==> config.mk <==
export PLATFORM = sky130hd
export DESIGN_NAME = rtca_core
export DESIGN_NICKNAME = d
export VERILOG_FILES = /design/src/rtca_core.v
export VERILOG_INCLUDE_DIRS = /design/src
export SDC_FILE = /design/constraint.sdc
export NUM_CORES = 1
export LEC_CHECK = 0
export BUFFER_PORTS_ARGS = -buffer_cell sky130_fd_sc_hd__clkbuf_2
export CORE_MARGIN = 2
export CORE_UTILIZATION = 50
export DETAILED_ROUTE_END_ITERATION = 10
export PLACE_DENSITY = 0.71
export SYNTH_ARGS = -nofsm -noshare
export SYNTH_HDL_FRONTEND = slang
export SYNTH_SLANG_ARGS = --single-unit
export TNS_END_PERCENT = 20
==> constraint.sdc <==
create_clock -name i_clk -period 4.3 [get_ports i_clk]
set_clock_uncertainty 0.15 [all_clocks]
set_input_delay 0.86 -clock i_clk [delete_from_list [all_inputs] [get_ports i_clk]]
set_output_delay 0.86 -clock i_clk [all_outputs]
set_load 0.03 [all_outputs]
==> src/rtca_consts.vh <==
`ifndef RTCA_CONSTS_VH
`define RTCA_CONSTS_VH

// Register byte offsets.
`define RTCA_A_SEC 8'h00
`define RTCA_A_MIN 8'h04
`define RTCA_A_HOUR 8'h08
`define RTCA_A_DATE 8'h0C
`define RTCA_A_MON 8'h10
`define RTCA_A_YEAR 8'h14
`define RTCA_A_WDAY 8'h18
`define RTCA_A_AL0 8'h20
`define RTCA_A_CTRL 8'h40
`define RTCA_A_STAT 8'h44
`define RTCA_A_ISTAT 8'h48
`define RTCA_A_IMASK 8'h4C

// Field positions.
`define RTCA_C_ALARM_ENABLE_BIT 0
`define RTCA_C_PULSE 1
`define RTCA_C_ACLR 2
`define RTCA_C_DIVIDED_CLOCK_OUTPUT 4
`define RTCA_AL_EN 7
`define RTCA_I_ALARM 0
`define RTCA_I_SEC 1

// Reset values.
`define RTCA_RST_TIME 8'h00
`define RTCA_RST_DAY 8'h01
`define RTCA_RST_CTRL 8'h00

// Bus answers.
`define RTCA_RESP_OK 2'h0
`define RTCA_RESP_ERR 2'h2

// Timing.
`define RTCA_XTAL_HZ 32768
`define RTCA_PULSE_MS 250
`define RTCA_PULSE_TICKS (`RTCA_XTAL_HZ * `RTCA_PULSE_MS / 1000)

`endif

==> src/rtca_core.v <==
// Notes on behaviour
// - Calendar runs 2000 to 2099; February gets day 29 in leap years.
// - Seconds, minutes, hours, date, month, year, weekday: own counters, host access.
// - Alarm fires when every enabled alarm field equals the running time.
// - Each alarm sets the alarm hit flag in the status register.
// - With alarm enabled, each alarm also pulls the shared pin low.
// - Matches repeat naturally, so a repeating alarm fires every time they recur.
// - Frequency select field picks interrupt or clock output on the pin.
// - Interrupt function drives the pin open-drain, active low.
// - Clock function drives a crystal-derived open-drain clock at selected rate.
// - Timebase counts edges of a 32.768kHz crystal or external clock.
// - Single-event mode: pin low and flag set on a match.
// - Pulsed mode: pin low for 250ms and flag set on each match.
// - Clock output enabled disables the alarm entirely.
// - Host write of 1 to bit 0 clears the flag; auto-clear option clears it on read.
`timescale 1ns/1ps
`include "rtca_consts.vh"

module rtca_core #(
	parameter XTAL_HZ = `RTCA_XTAL_HZ,
	parameter PULSE_TICKS = `RTCA_PULSE_TICKS
) (
	// Clock and reset.
	input wire i_clk,
	input wire i_rstn,
	// Crystal timebase.
	input wire i_crystal_input,
	// Shared open-drain pin.
	output wire o_alarm_or_clock_out_pin_o,
	output reg o_alarm_or_clock_out_pin_oe,
	// Interrupt.
	output reg o_irq,
	// AXI4-Lite write.
	input wire [7:0] i_s_axi_awaddr,
	input wire i_s_axi_awvalid,
	output wire o_s_axi_awready,
	input wire [31:0] i_s_axi_wdata,
	input wire [3:0] i_s_axi_wstrb,
	input wire i_s_axi_wvalid,
	output wire o_s_axi_wready,
	output reg [1:0] o_s_axi_bresp,
	output reg o_s_axi_bvalid,
	input wire i_s_axi_bready,
	// AXI4-Lite read.
	input wire [7:0] i_s_axi_araddr,
	input wire i_s_axi_arvalid,
	output wire o_s_axi_arready,
	output reg [31:0] o_s_axi_rdata,
	output reg [1:0] o_s_axi_rresp,
	output reg o_s_axi_rvalid,
	input wire i_s_axi_rready
);

	function [7:0] days_in_month;
		input [7:0] m;
		input [7:0] y;
		begin
			case (m)
				8'h02: days_in_month = (y[1:0] == 2'h0) ? 8'h1D : 8'h1C;
				8'h04, 8'h06, 8'h09, 8'h0B: days_in_month = 8'h1E;
				default: days_in_month = 8'h1F;
			endcase
		end
	endfunction

	function mapped;
		input [7:0] a;
		begin
			mapped = (a[1:0] == 2'h0) &&
				((a <= `RTCA_A_WDAY) ||
				(a >= `RTCA_A_AL0 && a < `RTCA_A_AL0 + 8'h18) ||
				(a >= `RTCA_A_CTRL && a <= `RTCA_A_IMASK));
		end
	endfunction

	// Crystal sampling: three flops, a new level counts once the last two agree.
	reg [2:0] xs_q;
	reg xlvl_q;
	wire xedge = (xs_q[1] == xs_q[2]) && (xs_q[2] != xlvl_q) && xs_q[2];

	// Bus state.
	reg aw_full_q;
	reg w_full_q;
	reg [7:0] wa_q;
	reg [7:0] wd_q;
	reg ws_q;
	wire wr_go = aw_full_q & w_full_q & ~o_s_axi_bvalid;
	wire wr_ok = wr_go & ws_q & mapped(wa_q);
	wire rd_go = i_s_axi_arvalid & ~o_s_axi_rvalid;

	// Time and control state.
	reg [7:0] sec_q, min_q, hour_q, date_q, mon_q, year_q, wday_q;
	reg [7:0] al_q [0:5];
	reg [7:0] ctrl_q;
	reg [15:0] div_q;
	reg [14:0] fdiv_q;
	reg [15:0] pul_q;
	reg tick_q;
	reg flag_q;
	reg [1:0] istat_q;
	reg [1:0] imask_q;
	reg [7:0] rd_d;

	wire [3:0] fsel = ctrl_q[`RTCA_C_DIVIDED_CLOCK_OUTPUT+3:`RTCA_C_DIVIDED_CLOCK_OUTPUT];
	wire divided_clock_output_on = (fsel != 4'h0);
	wire alarm_enable_bit = ctrl_q[`RTCA_C_ALARM_ENABLE_BIT] & ~divided_clock_output_on;
	wire tick = xedge && (div_q == XTAL_HZ[15:0] - 16'h0001);

	// Calendar advance.
	reg [7:0] t_sec, t_min, t_hour, t_date, t_mon, t_year, t_wday;
	always @* begin
		t_sec = sec_q;
		t_min = min_q;
		t_hour = hour_q;
		t_date = date_q;
		t_mon = mon_q;
		t_year = year_q;
		t_wday = wday_q;
		if (tick) begin
			if (sec_q >= 8'h3B) begin
				t_sec = 8'h00;
				if (min_q >= 8'h3B) begin
					t_min = 8'h00;
					if (hour_q >= 8'h17) begin
						t_hour = 8'h00;
						t_wday = (wday_q >= 8'h06) ? 8'h00 : wday_q + 8'h01;
						if (date_q >= days_in_month(mon_q, year_q)) begin
							t_date = 8'h01;
							if (mon_q >= 8'h0C) begin
								t_mon = 8'h01;
								t_year = (year_q >= 8'h63) ? 8'h00 : year_q + 8'h01;
							end else begin
								t_mon = mon_q + 8'h01;
							end
						end else begin
							t_date = date_q + 8'h01;
						end
					end else begin
						t_hour = hour_q + 8'h01;
					end
				end else begin
					t_min = min_q + 8'h01;
				end
			end else begin
				t_sec = sec_q + 8'h01;
			end
		end
	end

	// Alarm compare, the cycle after a rollover.
	wire [47:0] cur = {wday_q, mon_q, date_q, hour_q, min_q, sec_q};
	reg match;
	reg any_en;
	integer k;
	always @* begin
		match = 1'b1;
		any_en = 1'b0;
		for (k = 0; k < 6; k = k + 1) begin
			if (al_q[k][`RTCA_AL_EN]) begin
				any_en = 1'b1;
				if (al_q[k][6:0] != cur[8*k +: 7]) begin
					match = 1'b0;
				end
			end
		end
	end
	wire alarm_ev = tick_q & alarm_enable_bit & any_en & match;

	always @(posedge i_clk or negedge i_rstn) begin
		if (!i_rstn) begin
			xs_q <= 3'h0;
			xlvl_q <= 1'b0;
			div_q <= 16'h0000;
			fdiv_q <= 15'h0000;
			tick_q <= 1'b0;
		end else begin
			xs_q <= {xs_q[1:0], i_crystal_input};
			if (xs_q[1] == xs_q[2]) begin
				xlvl_q <= xs_q[2];
			end
			if (wr_ok && wa_q == `RTCA_A_SEC) begin
				div_q <= 16'h0000;
			end else if (tick) begin
				div_q <= 16'h0000;
			end else if (xedge) begin
				div_q <= div_q + 16'h0001;
			end
			if (xedge) begin
				fdiv_q <= fdiv_q + 15'h0001;
			end
			tick_q <= tick;
		end
	end

	// Time registers: a host write wins over the count in the same cycle.
	always @(posedge i_clk or negedge i_rstn) begin
		if (!i_rstn) begin
			sec_q <= `RTCA_RST_TIME;
			min_q <= `RTCA_RST_TIME;
			hour_q <= `RTCA_RST_TIME;
			date_q <= `RTCA_RST_DAY;
			mon_q <= `RTCA_RST_DAY;
			year_q <= `RTCA_RST_TIME;
			wday_q <= `RTCA_RST_TIME;
		end else begin
			sec_q <= (wr_ok && wa_q == `RTCA_A_SEC) ? wd_q : t_sec;
			min_q <= (wr_ok && wa_q == `RTCA_A_MIN) ? wd_q : t_min;
			hour_q <= (wr_ok && wa_q == `RTCA_A_HOUR) ? wd_q : t_hour;
			date_q <= (wr_ok && wa_q == `RTCA_A_DATE) ? wd_q : t_date;
			mon_q <= (wr_ok && wa_q == `RTCA_A_MON) ? wd_q : t_mon;
			year_q <= (wr_ok && wa_q == `RTCA_A_YEAR) ? wd_q : t_year;
			wday_q <= (wr_ok && wa_q == `RTCA_A_WDAY) ? wd_q : t_wday;
		end
	end

	genvar g;
	generate
		for (g = 0; g < 6; g = g + 1) begin : g_al
			wire [31:0] al_addr = `RTCA_A_AL0 + 32'h00000004 * g;
			always @(posedge i_clk or negedge i_rstn) begin
				if (!i_rstn) begin
					al_q[g] <= `RTCA_RST_TIME;
				end else if (wr_ok && wa_q == al_addr[7:0]) begin
					al_q[g] <= wd_q;
				end
			end
		end
	endgenerate

	// Control, flag, pulse timer, interrupt status.
	wire rd_stat = rd_go && i_s_axi_araddr == `RTCA_A_STAT;
	wire rd_istat = rd_go && i_s_axi_araddr == `RTCA_A_ISTAT;
	wire [1:0] iev = {tick, alarm_ev};
	always @(posedge i_clk or negedge i_rstn) begin
		if (!i_rstn) begin
			ctrl_q <= `RTCA_RST_CTRL;
			flag_q <= 1'b0;
			pul_q <= 16'h0000;
			istat_q <= 2'h0;
			imask_q <= 2'h0;
			o_irq <= 1'b0;
		end else begin
			if (wr_ok && wa_q == `RTCA_A_CTRL) begin
				ctrl_q <= wd_q;
			end
			if (wr_ok && wa_q == `RTCA_A_IMASK) begin
				imask_q <= wd_q[1:0];
			end
			if (alarm_ev) begin
				flag_q <= 1'b1;
			end else if (wr_ok && wa_q == `RTCA_A_STAT && wd_q[0]) begin
				flag_q <= 1'b0;
			end else if (rd_stat && ctrl_q[`RTCA_C_ACLR]) begin
				flag_q <= 1'b0;
			end
			if (alarm_ev && ctrl_q[`RTCA_C_PULSE]) begin
				pul_q <= PULSE_TICKS[15:0];
			end else if (!alarm_enable_bit) begin
				pul_q <= 16'h0000;
			end else if (xedge && pul_q != 16'h0000) begin
				pul_q <= pul_q - 16'h0001;
			end
			istat_q <= iev | (rd_istat ? 2'h0 : istat_q);
			o_irq <= |(istat_q & imask_q);
		end
	end

	// Shared pin: enable high pulls the line low.
	wire divided_clock_output_lvl = (fsel == 4'h1) ? xlvl_q : fdiv_q[fsel - 4'h2];
	wire irq_low = ctrl_q[`RTCA_C_PULSE] ? (pul_q != 16'h0000) : flag_q;
	assign o_alarm_or_clock_out_pin_o = 1'b0;
	always @(posedge i_clk or negedge i_rstn) begin
		if (!i_rstn) begin
			o_alarm_or_clock_out_pin_oe <= 1'b0;
		end else if (divided_clock_output_on) begin
			o_alarm_or_clock_out_pin_oe <= ~divided_clock_output_lvl;
		end else begin
			o_alarm_or_clock_out_pin_oe <= alarm_enable_bit & irq_low;
		end
	end

	// Read data.
	always @* begin
		case (i_s_axi_araddr)
			`RTCA_A_SEC: rd_d = sec_q;
			`RTCA_A_MIN: rd_d = min_q;
			`RTCA_A_HOUR: rd_d = hour_q;
			`RTCA_A_DATE: rd_d = date_q;
			`RTCA_A_MON: rd_d = mon_q;
			`RTCA_A_YEAR: rd_d = year_q;
			`RTCA_A_WDAY: rd_d = wday_q;
			`RTCA_A_CTRL: rd_d = ctrl_q;
			`RTCA_A_STAT: rd_d = {7'h00, flag_q};
			`RTCA_A_ISTAT: rd_d = {6'h00, istat_q};
			`RTCA_A_IMASK: rd_d = {6'h00, imask_q};
			default: begin
				if (mapped(i_s_axi_araddr)) begin
					rd_d = al_q[i_s_axi_araddr[4:2]];
				end else begin
					rd_d = 8'h00;
				end
			end
		endcase
	end

	// AXI4-Lite slave.
	assign o_s_axi_awready = ~aw_full_q;
	assign o_s_axi_wready = ~w_full_q;
	assign o_s_axi_arready = ~o_s_axi_rvalid;
	always @(posedge i_clk or negedge i_rstn) begin
		if (!i_rstn) begin
			aw_full_q <= 1'b0;
			w_full_q <= 1'b0;
			wa_q <= 8'h00;
			wd_q <= 8'h00;
			ws_q <= 1'b0;
			o_s_axi_bvalid <= 1'b0;
			o_s_axi_bresp <= `RTCA_RESP_OK;
			o_s_axi_rvalid <= 1'b0;
			o_s_axi_rdata <= 32'h00000000;
			o_s_axi_rresp <= `RTCA_RESP_OK;
		end else begin
			if (i_s_axi_awvalid && !aw_full_q) begin
				aw_full_q <= 1'b1;
				wa_q <= i_s_axi_awaddr;
			end else if (wr_go) begin
				aw_full_q <= 1'b0;
			end
			if (i_s_axi_wvalid && !w_full_q) begin
				w_full_q <= 1'b1;
				wd_q <= i_s_axi_wdata[7:0];
				ws_q <= i_s_axi_wstrb[0];
			end else if (wr_go) begin
				w_full_q <= 1'b0;
			end
			if (wr_go) begin
				o_s_axi_bvalid <= 1'b1;
				o_s_axi_bresp <= mapped(wa_q) ? `RTCA_RESP_OK : `RTCA_RESP_ERR;
			end else if (i_s_axi_bready) begin
				o_s_axi_bvalid <= 1'b0;
			end
			if (rd_go) begin
				o_s_axi_rvalid <= 1'b1;
				o_s_axi_rdata <= {24'h000000, rd_d};
				o_s_axi_rresp <= mapped(i_s_axi_araddr) ? `RTCA_RESP_OK : `RTCA_RESP_ERR;
			end else if (i_s_axi_rready) begin
				o_s_axi_rvalid <= 1'b0;
			end
		end
	end

endmodule // rtca_core

==> results.cfg <==
[outcome]
status = finished, final reports clean

[timing]
setup_ws_ns = 0.9576
timing_max_transition_violations_final = 0
layout_worst_path_cycle_share_pct = 77.73
max_slew.worst_pin.slew_ns = 1.013
final_setup_violating_endpoints = 0
finalSetupTns_ns = 0
worst_slew_margin_rel_pct = 32.17
timing.hold.ws_ns = 0.2103
layout_min_cycle_time_ns = 3.342
grt_setup_unrepaired = false
timing.final.hold_violations = 0
highest_achievable_clock_rate_mhz = 299.2

[floorplanning]
io_pins = 104
core.rowCount = 56
die_area_um2 = 24740
design.core.area_um2 = 23260
floorplan.initialDensity_pct = 50.50
die_x_um = 157.3
die_h_um = 157.3

[layout]
final_core_util_pct = 55.74
design_area_um2 = 12970
flow.area_growth_from_synthesis_pct = 10.37
layout_net_count = 1283
num_antenna_cells = 0
final_cell_count_without_fillers = 1542
final_layout_size_suffix_gt1_share_pct = 17.99

[synthesis]
synth_seq_area_share_pct = 43.05
ys_types = 71
synth-seq-cells = 202
yosys.area.top_type = sky130_fd_sc_hd__dfrtp_1
post_synth_instance_area_um2 = 11750
synth_async_sr_flop_share_pct = 100.0
synthesis.area_per_instance_um2 = 9.914
synth_most_common_cell = sky130_fd_sc_hd__dfrtp_1
synth.top_cells.by_area = sky130_fd_sc_hd__dfrtp_1 (43%), sky130_fd_sc_hd__mux2_2 (8.3%), sky130_fd_sc_hd__xnor2_1 (3.2%), sky130_fd_sc_hd__mux4_2 (2.7%), sky130_fd_sc_hd__nand2_1 (2.7%)
synth_enable_flop_cells = 0
synth-main-ff-cell = sky130_fd_sc_hd__dfrtp_1
yosys-top-cells-count = sky130_fd_sc_hd__dfrtp_1 (200), sky130_fd_sc_hd__mux2_2 (87), sky130_fd_sc_hd__nand2_1 (84), sky130_fd_sc_hd__nor2_1 (80), sky130_fd_sc_hd__clkbuf_1 (60)
netlist_instances = 1185
yosysTopAreaCellShare_pct = 42.60
yosysWarnings = 0

[clocking]
numCtsBuffers = 24
tritoncts_clock_tree = done
post_cts_resize_count = 0
cts-hold-fix-buffers = 0
cts_num_sinks = 202
clk_pin_slew_worst_paths_ns = 0.06
cts_max_level = 1
buffers_inserted_by_post_cts_timing_repair = 0
root_buffer = sky130_fd_sc_hd__clkbuf_16
cts_buffer_depth = 3
worst_skew_pair.late_latency_ns = 0.54

[grt]
first_global_vias = 9088
global_route_wire_length_before_repair_um = 51180
groute.usage.overall_pct = 26.75
grt_remaining_overflow = 0
initial_antenna_violation_count = 0
maximum_number_of_pins_on_one_net_before_global_route_repair = 100

[pwr]
vdd_drop_max_v = 0.0003671
power.leakage_nw = 5.688
switchingPower_mw = 1.937
p_int_mw = 3.743
seq_power_share_pct = 47.0
sw_frac_of_total_pct = 34.10
total_power_mw = 5.680
share_clk_of_total_power_pct = 36.4
power_per_cell_area_nw_per_um2 = 438.1
p_comb_share_pct = 16.6

[routing]
drc_errors = 0
avgRoutedWirePerCell_um = 21.24
detail-route-antenna-nets = 0
routed-via-count = 9727
wl_um = 32750
initialDrtViolationCount = 1021
drt_pre_antenna_iters = 5
via_per_inst = 6.308

[worst_setup_path]
endpoint_kind = flop
setup.worst_path.start_class = flop
rr_worst_depth = 8
timing.rr.start = mon_q[5]
critPathMaxFanout = 10
timing.rr.end = date_q[5]
reg2reg_setup_slack_ns = 0.96
timing.critical_path.arrival_ns = 3.64
path_class = reg2reg
timing.critical_path.required_ns = 4.60

[hold_path]
worstHoldEndpoint = xs_q[1]
timing.hold.worst_path_depth = 0
min-delay-start = xs_q[0]
worst_hold_path_type = reg2reg

[placement]
port_buffers = 49
place_worst_setup_slack_ns = 0.9896
placer_congestion_estimate = 0.9414
post-place-cells = 1498
dpl-instance-area_um2 = 12160
place_hpwl_um = 23070

[job]
drv.max_cap_violation_count = 0
[state kept, by name, summed over array words and instances (netlist names), 2 cells and up]
name	count
imask_q	2
year_q	8
istat_q	2
sec_q	8
min_q	8
wd_q	8
fdiv_q	15
al_q	48
xs_q	3
date_q	8
ctrl_q	8
mon_q	8
div_q	16
wa_q	8
pul_q	16
wday_q	8
hour_q	8
o_s_axi_rdata	8
[worst max-delay path, stage by stage, from the launching register on]
cell	delay [ns]
sky130_fd_sc_hd__dfrtp_1	0.45
sky130_fd_sc_hd__nor4_1	0.57
sky130_fd_sc_hd__nand2b_1	0.18
sky130_fd_sc_hd__nor3b_1	0.29
sky130_fd_sc_hd__ha_1	0.29
sky130_fd_sc_hd__and4_1	0.22
sky130_fd_sc_hd__or2_2	0.42
sky130_fd_sc_hd__or4_1	0.54
sky130_fd_sc_hd__o211ai_1	0.16
[per-layer routing]
layer  global-route usage [%]  share of wire (%)
met1                    38.99                 43
met2                    39.82                 44
met3                    4.488                8.9
met4                    10.52                3.8
met5                        0                  0
[layout by cell type (no fill, tap or decap), types with 10 or more instances in the layout]
cell type and count:
sky130_fd_sc_hd__mux2i_1 13, sky130_fd_sc_hd__o22ai_1 11, sky130_fd_sc_hd__a31oi_1 31, sky130_fd_sc_hd__nor3_1 38, sky130_fd_sc_hd__nand4_1 27, sky130_fd_sc_hd__xor2_1 29, sky130_fd_sc_hd__inv_1 28, sky130_fd_sc_hd__xnor2_1 43
sky130_fd_sc_hd__nand2_1 84, sky130_fd_sc_hd__nor2b_1 13, sky130_fd_sc_hd__nor4_1 14, sky130_fd_sc_hd__mux4_2 14, sky130_fd_sc_hd__o41ai_1 11, sky130_fd_sc_hd__a21oi_1 35, sky130_fd_sc_hd__mux2_2 87, sky130_fd_sc_hd__and3_1 11
sky130_fd_sc_hd__nand3_1 41, sky130_fd_sc_hd__dfrtp_1 200, sky130_fd_sc_hd__a22oi_1 14, sky130_fd_sc_hd__and2_1 10, sky130_fd_sc_hd__buf_4 14, sky130_fd_sc_hd__nor2_1 80, sky130_fd_sc_hd__or3_1 16, sky130_fd_sc_hd__o31ai_1 13
sky130_fd_sc_hd__conb_1 27, sky130_fd_sc_hd__a211oi_1 14, sky130_fd_sc_hd__clkbuf_2 48, sky130_fd_sc_hd__ha_1 18, sky130_fd_sc_hd__clkbuf_16 24, sky130_fd_sc_hd__o21ai_0 53, sky130_fd_sc_hd__or4_1 22
[cells by family (layout without fill, tap and decap cells)]
kind of cell | count (synthesis) | in the layout | synth area share (%)
multiplexers | 114 | 114 | 12.13
buffers and inverters | 124 | 136 | 4.846
XOR/XNOR | 72 | 72 | 5.368
AND/OR/NAND/NOR | 411 | 411 | 18.64
other | 1 | 27 | 0.03192
flip-flops | 202 | 202 | 43.05
AO/OA/AOI/OAI | 242 | 242 | 13.93
adder cells (fa/ha/maj) | 19 | 19 | 2.002
[how the worst max path moves through the flow]
| stage | from | end | slack (ns) | depth (start not counted) |
|---|---|---|---|---|
| 2_1_floorplan | mon_q[0] | date_q[5] | 1.14 | 13 |
| 3_3_place_gp | mon_q[0] | date_q[5] | 1.01 | 12 |
| 3_5_place_dp | mon_q[5] | date_q[5] | 0.99 | 8 |
| 4_1_cts | mon_q[5] | date_q[5] | 0.98 | 8 |
| 5_1_grt | mon_q[5] | date_q[5] | 0.70 | 8 |
| 6_report | mon_q[5] | date_q[5] | 0.96 | 8 |
[power by group through the flow]
stage | clock network, mW | registers (mW) | logic [mW]
floorplan | 0 | 2.37 | 0.785
global placement | 0 | 2.67 | 0.915
detailed placement | 0 | 2.68 | 0.936
CTS | 2.09 | 2.64 | 0.941
global route | 2.18 | 2.70 | 1.04
finish | 2.07 | 2.67 | 0.942
[final cells by class]
type                            instances  area [µm²]
Tap cell                              319       399.1
Sequential cell                       202        5057
Multi-Input combinational cell        885        6218
Inverter                               28       105.1
Timing Repair Buffer                   64       379.1
Fill cell                            2028       10300
Clock buffer                           35       691.9
Clock inverter                          9       115.1
No activity file was read; power rests on OpenSTA's default activity.
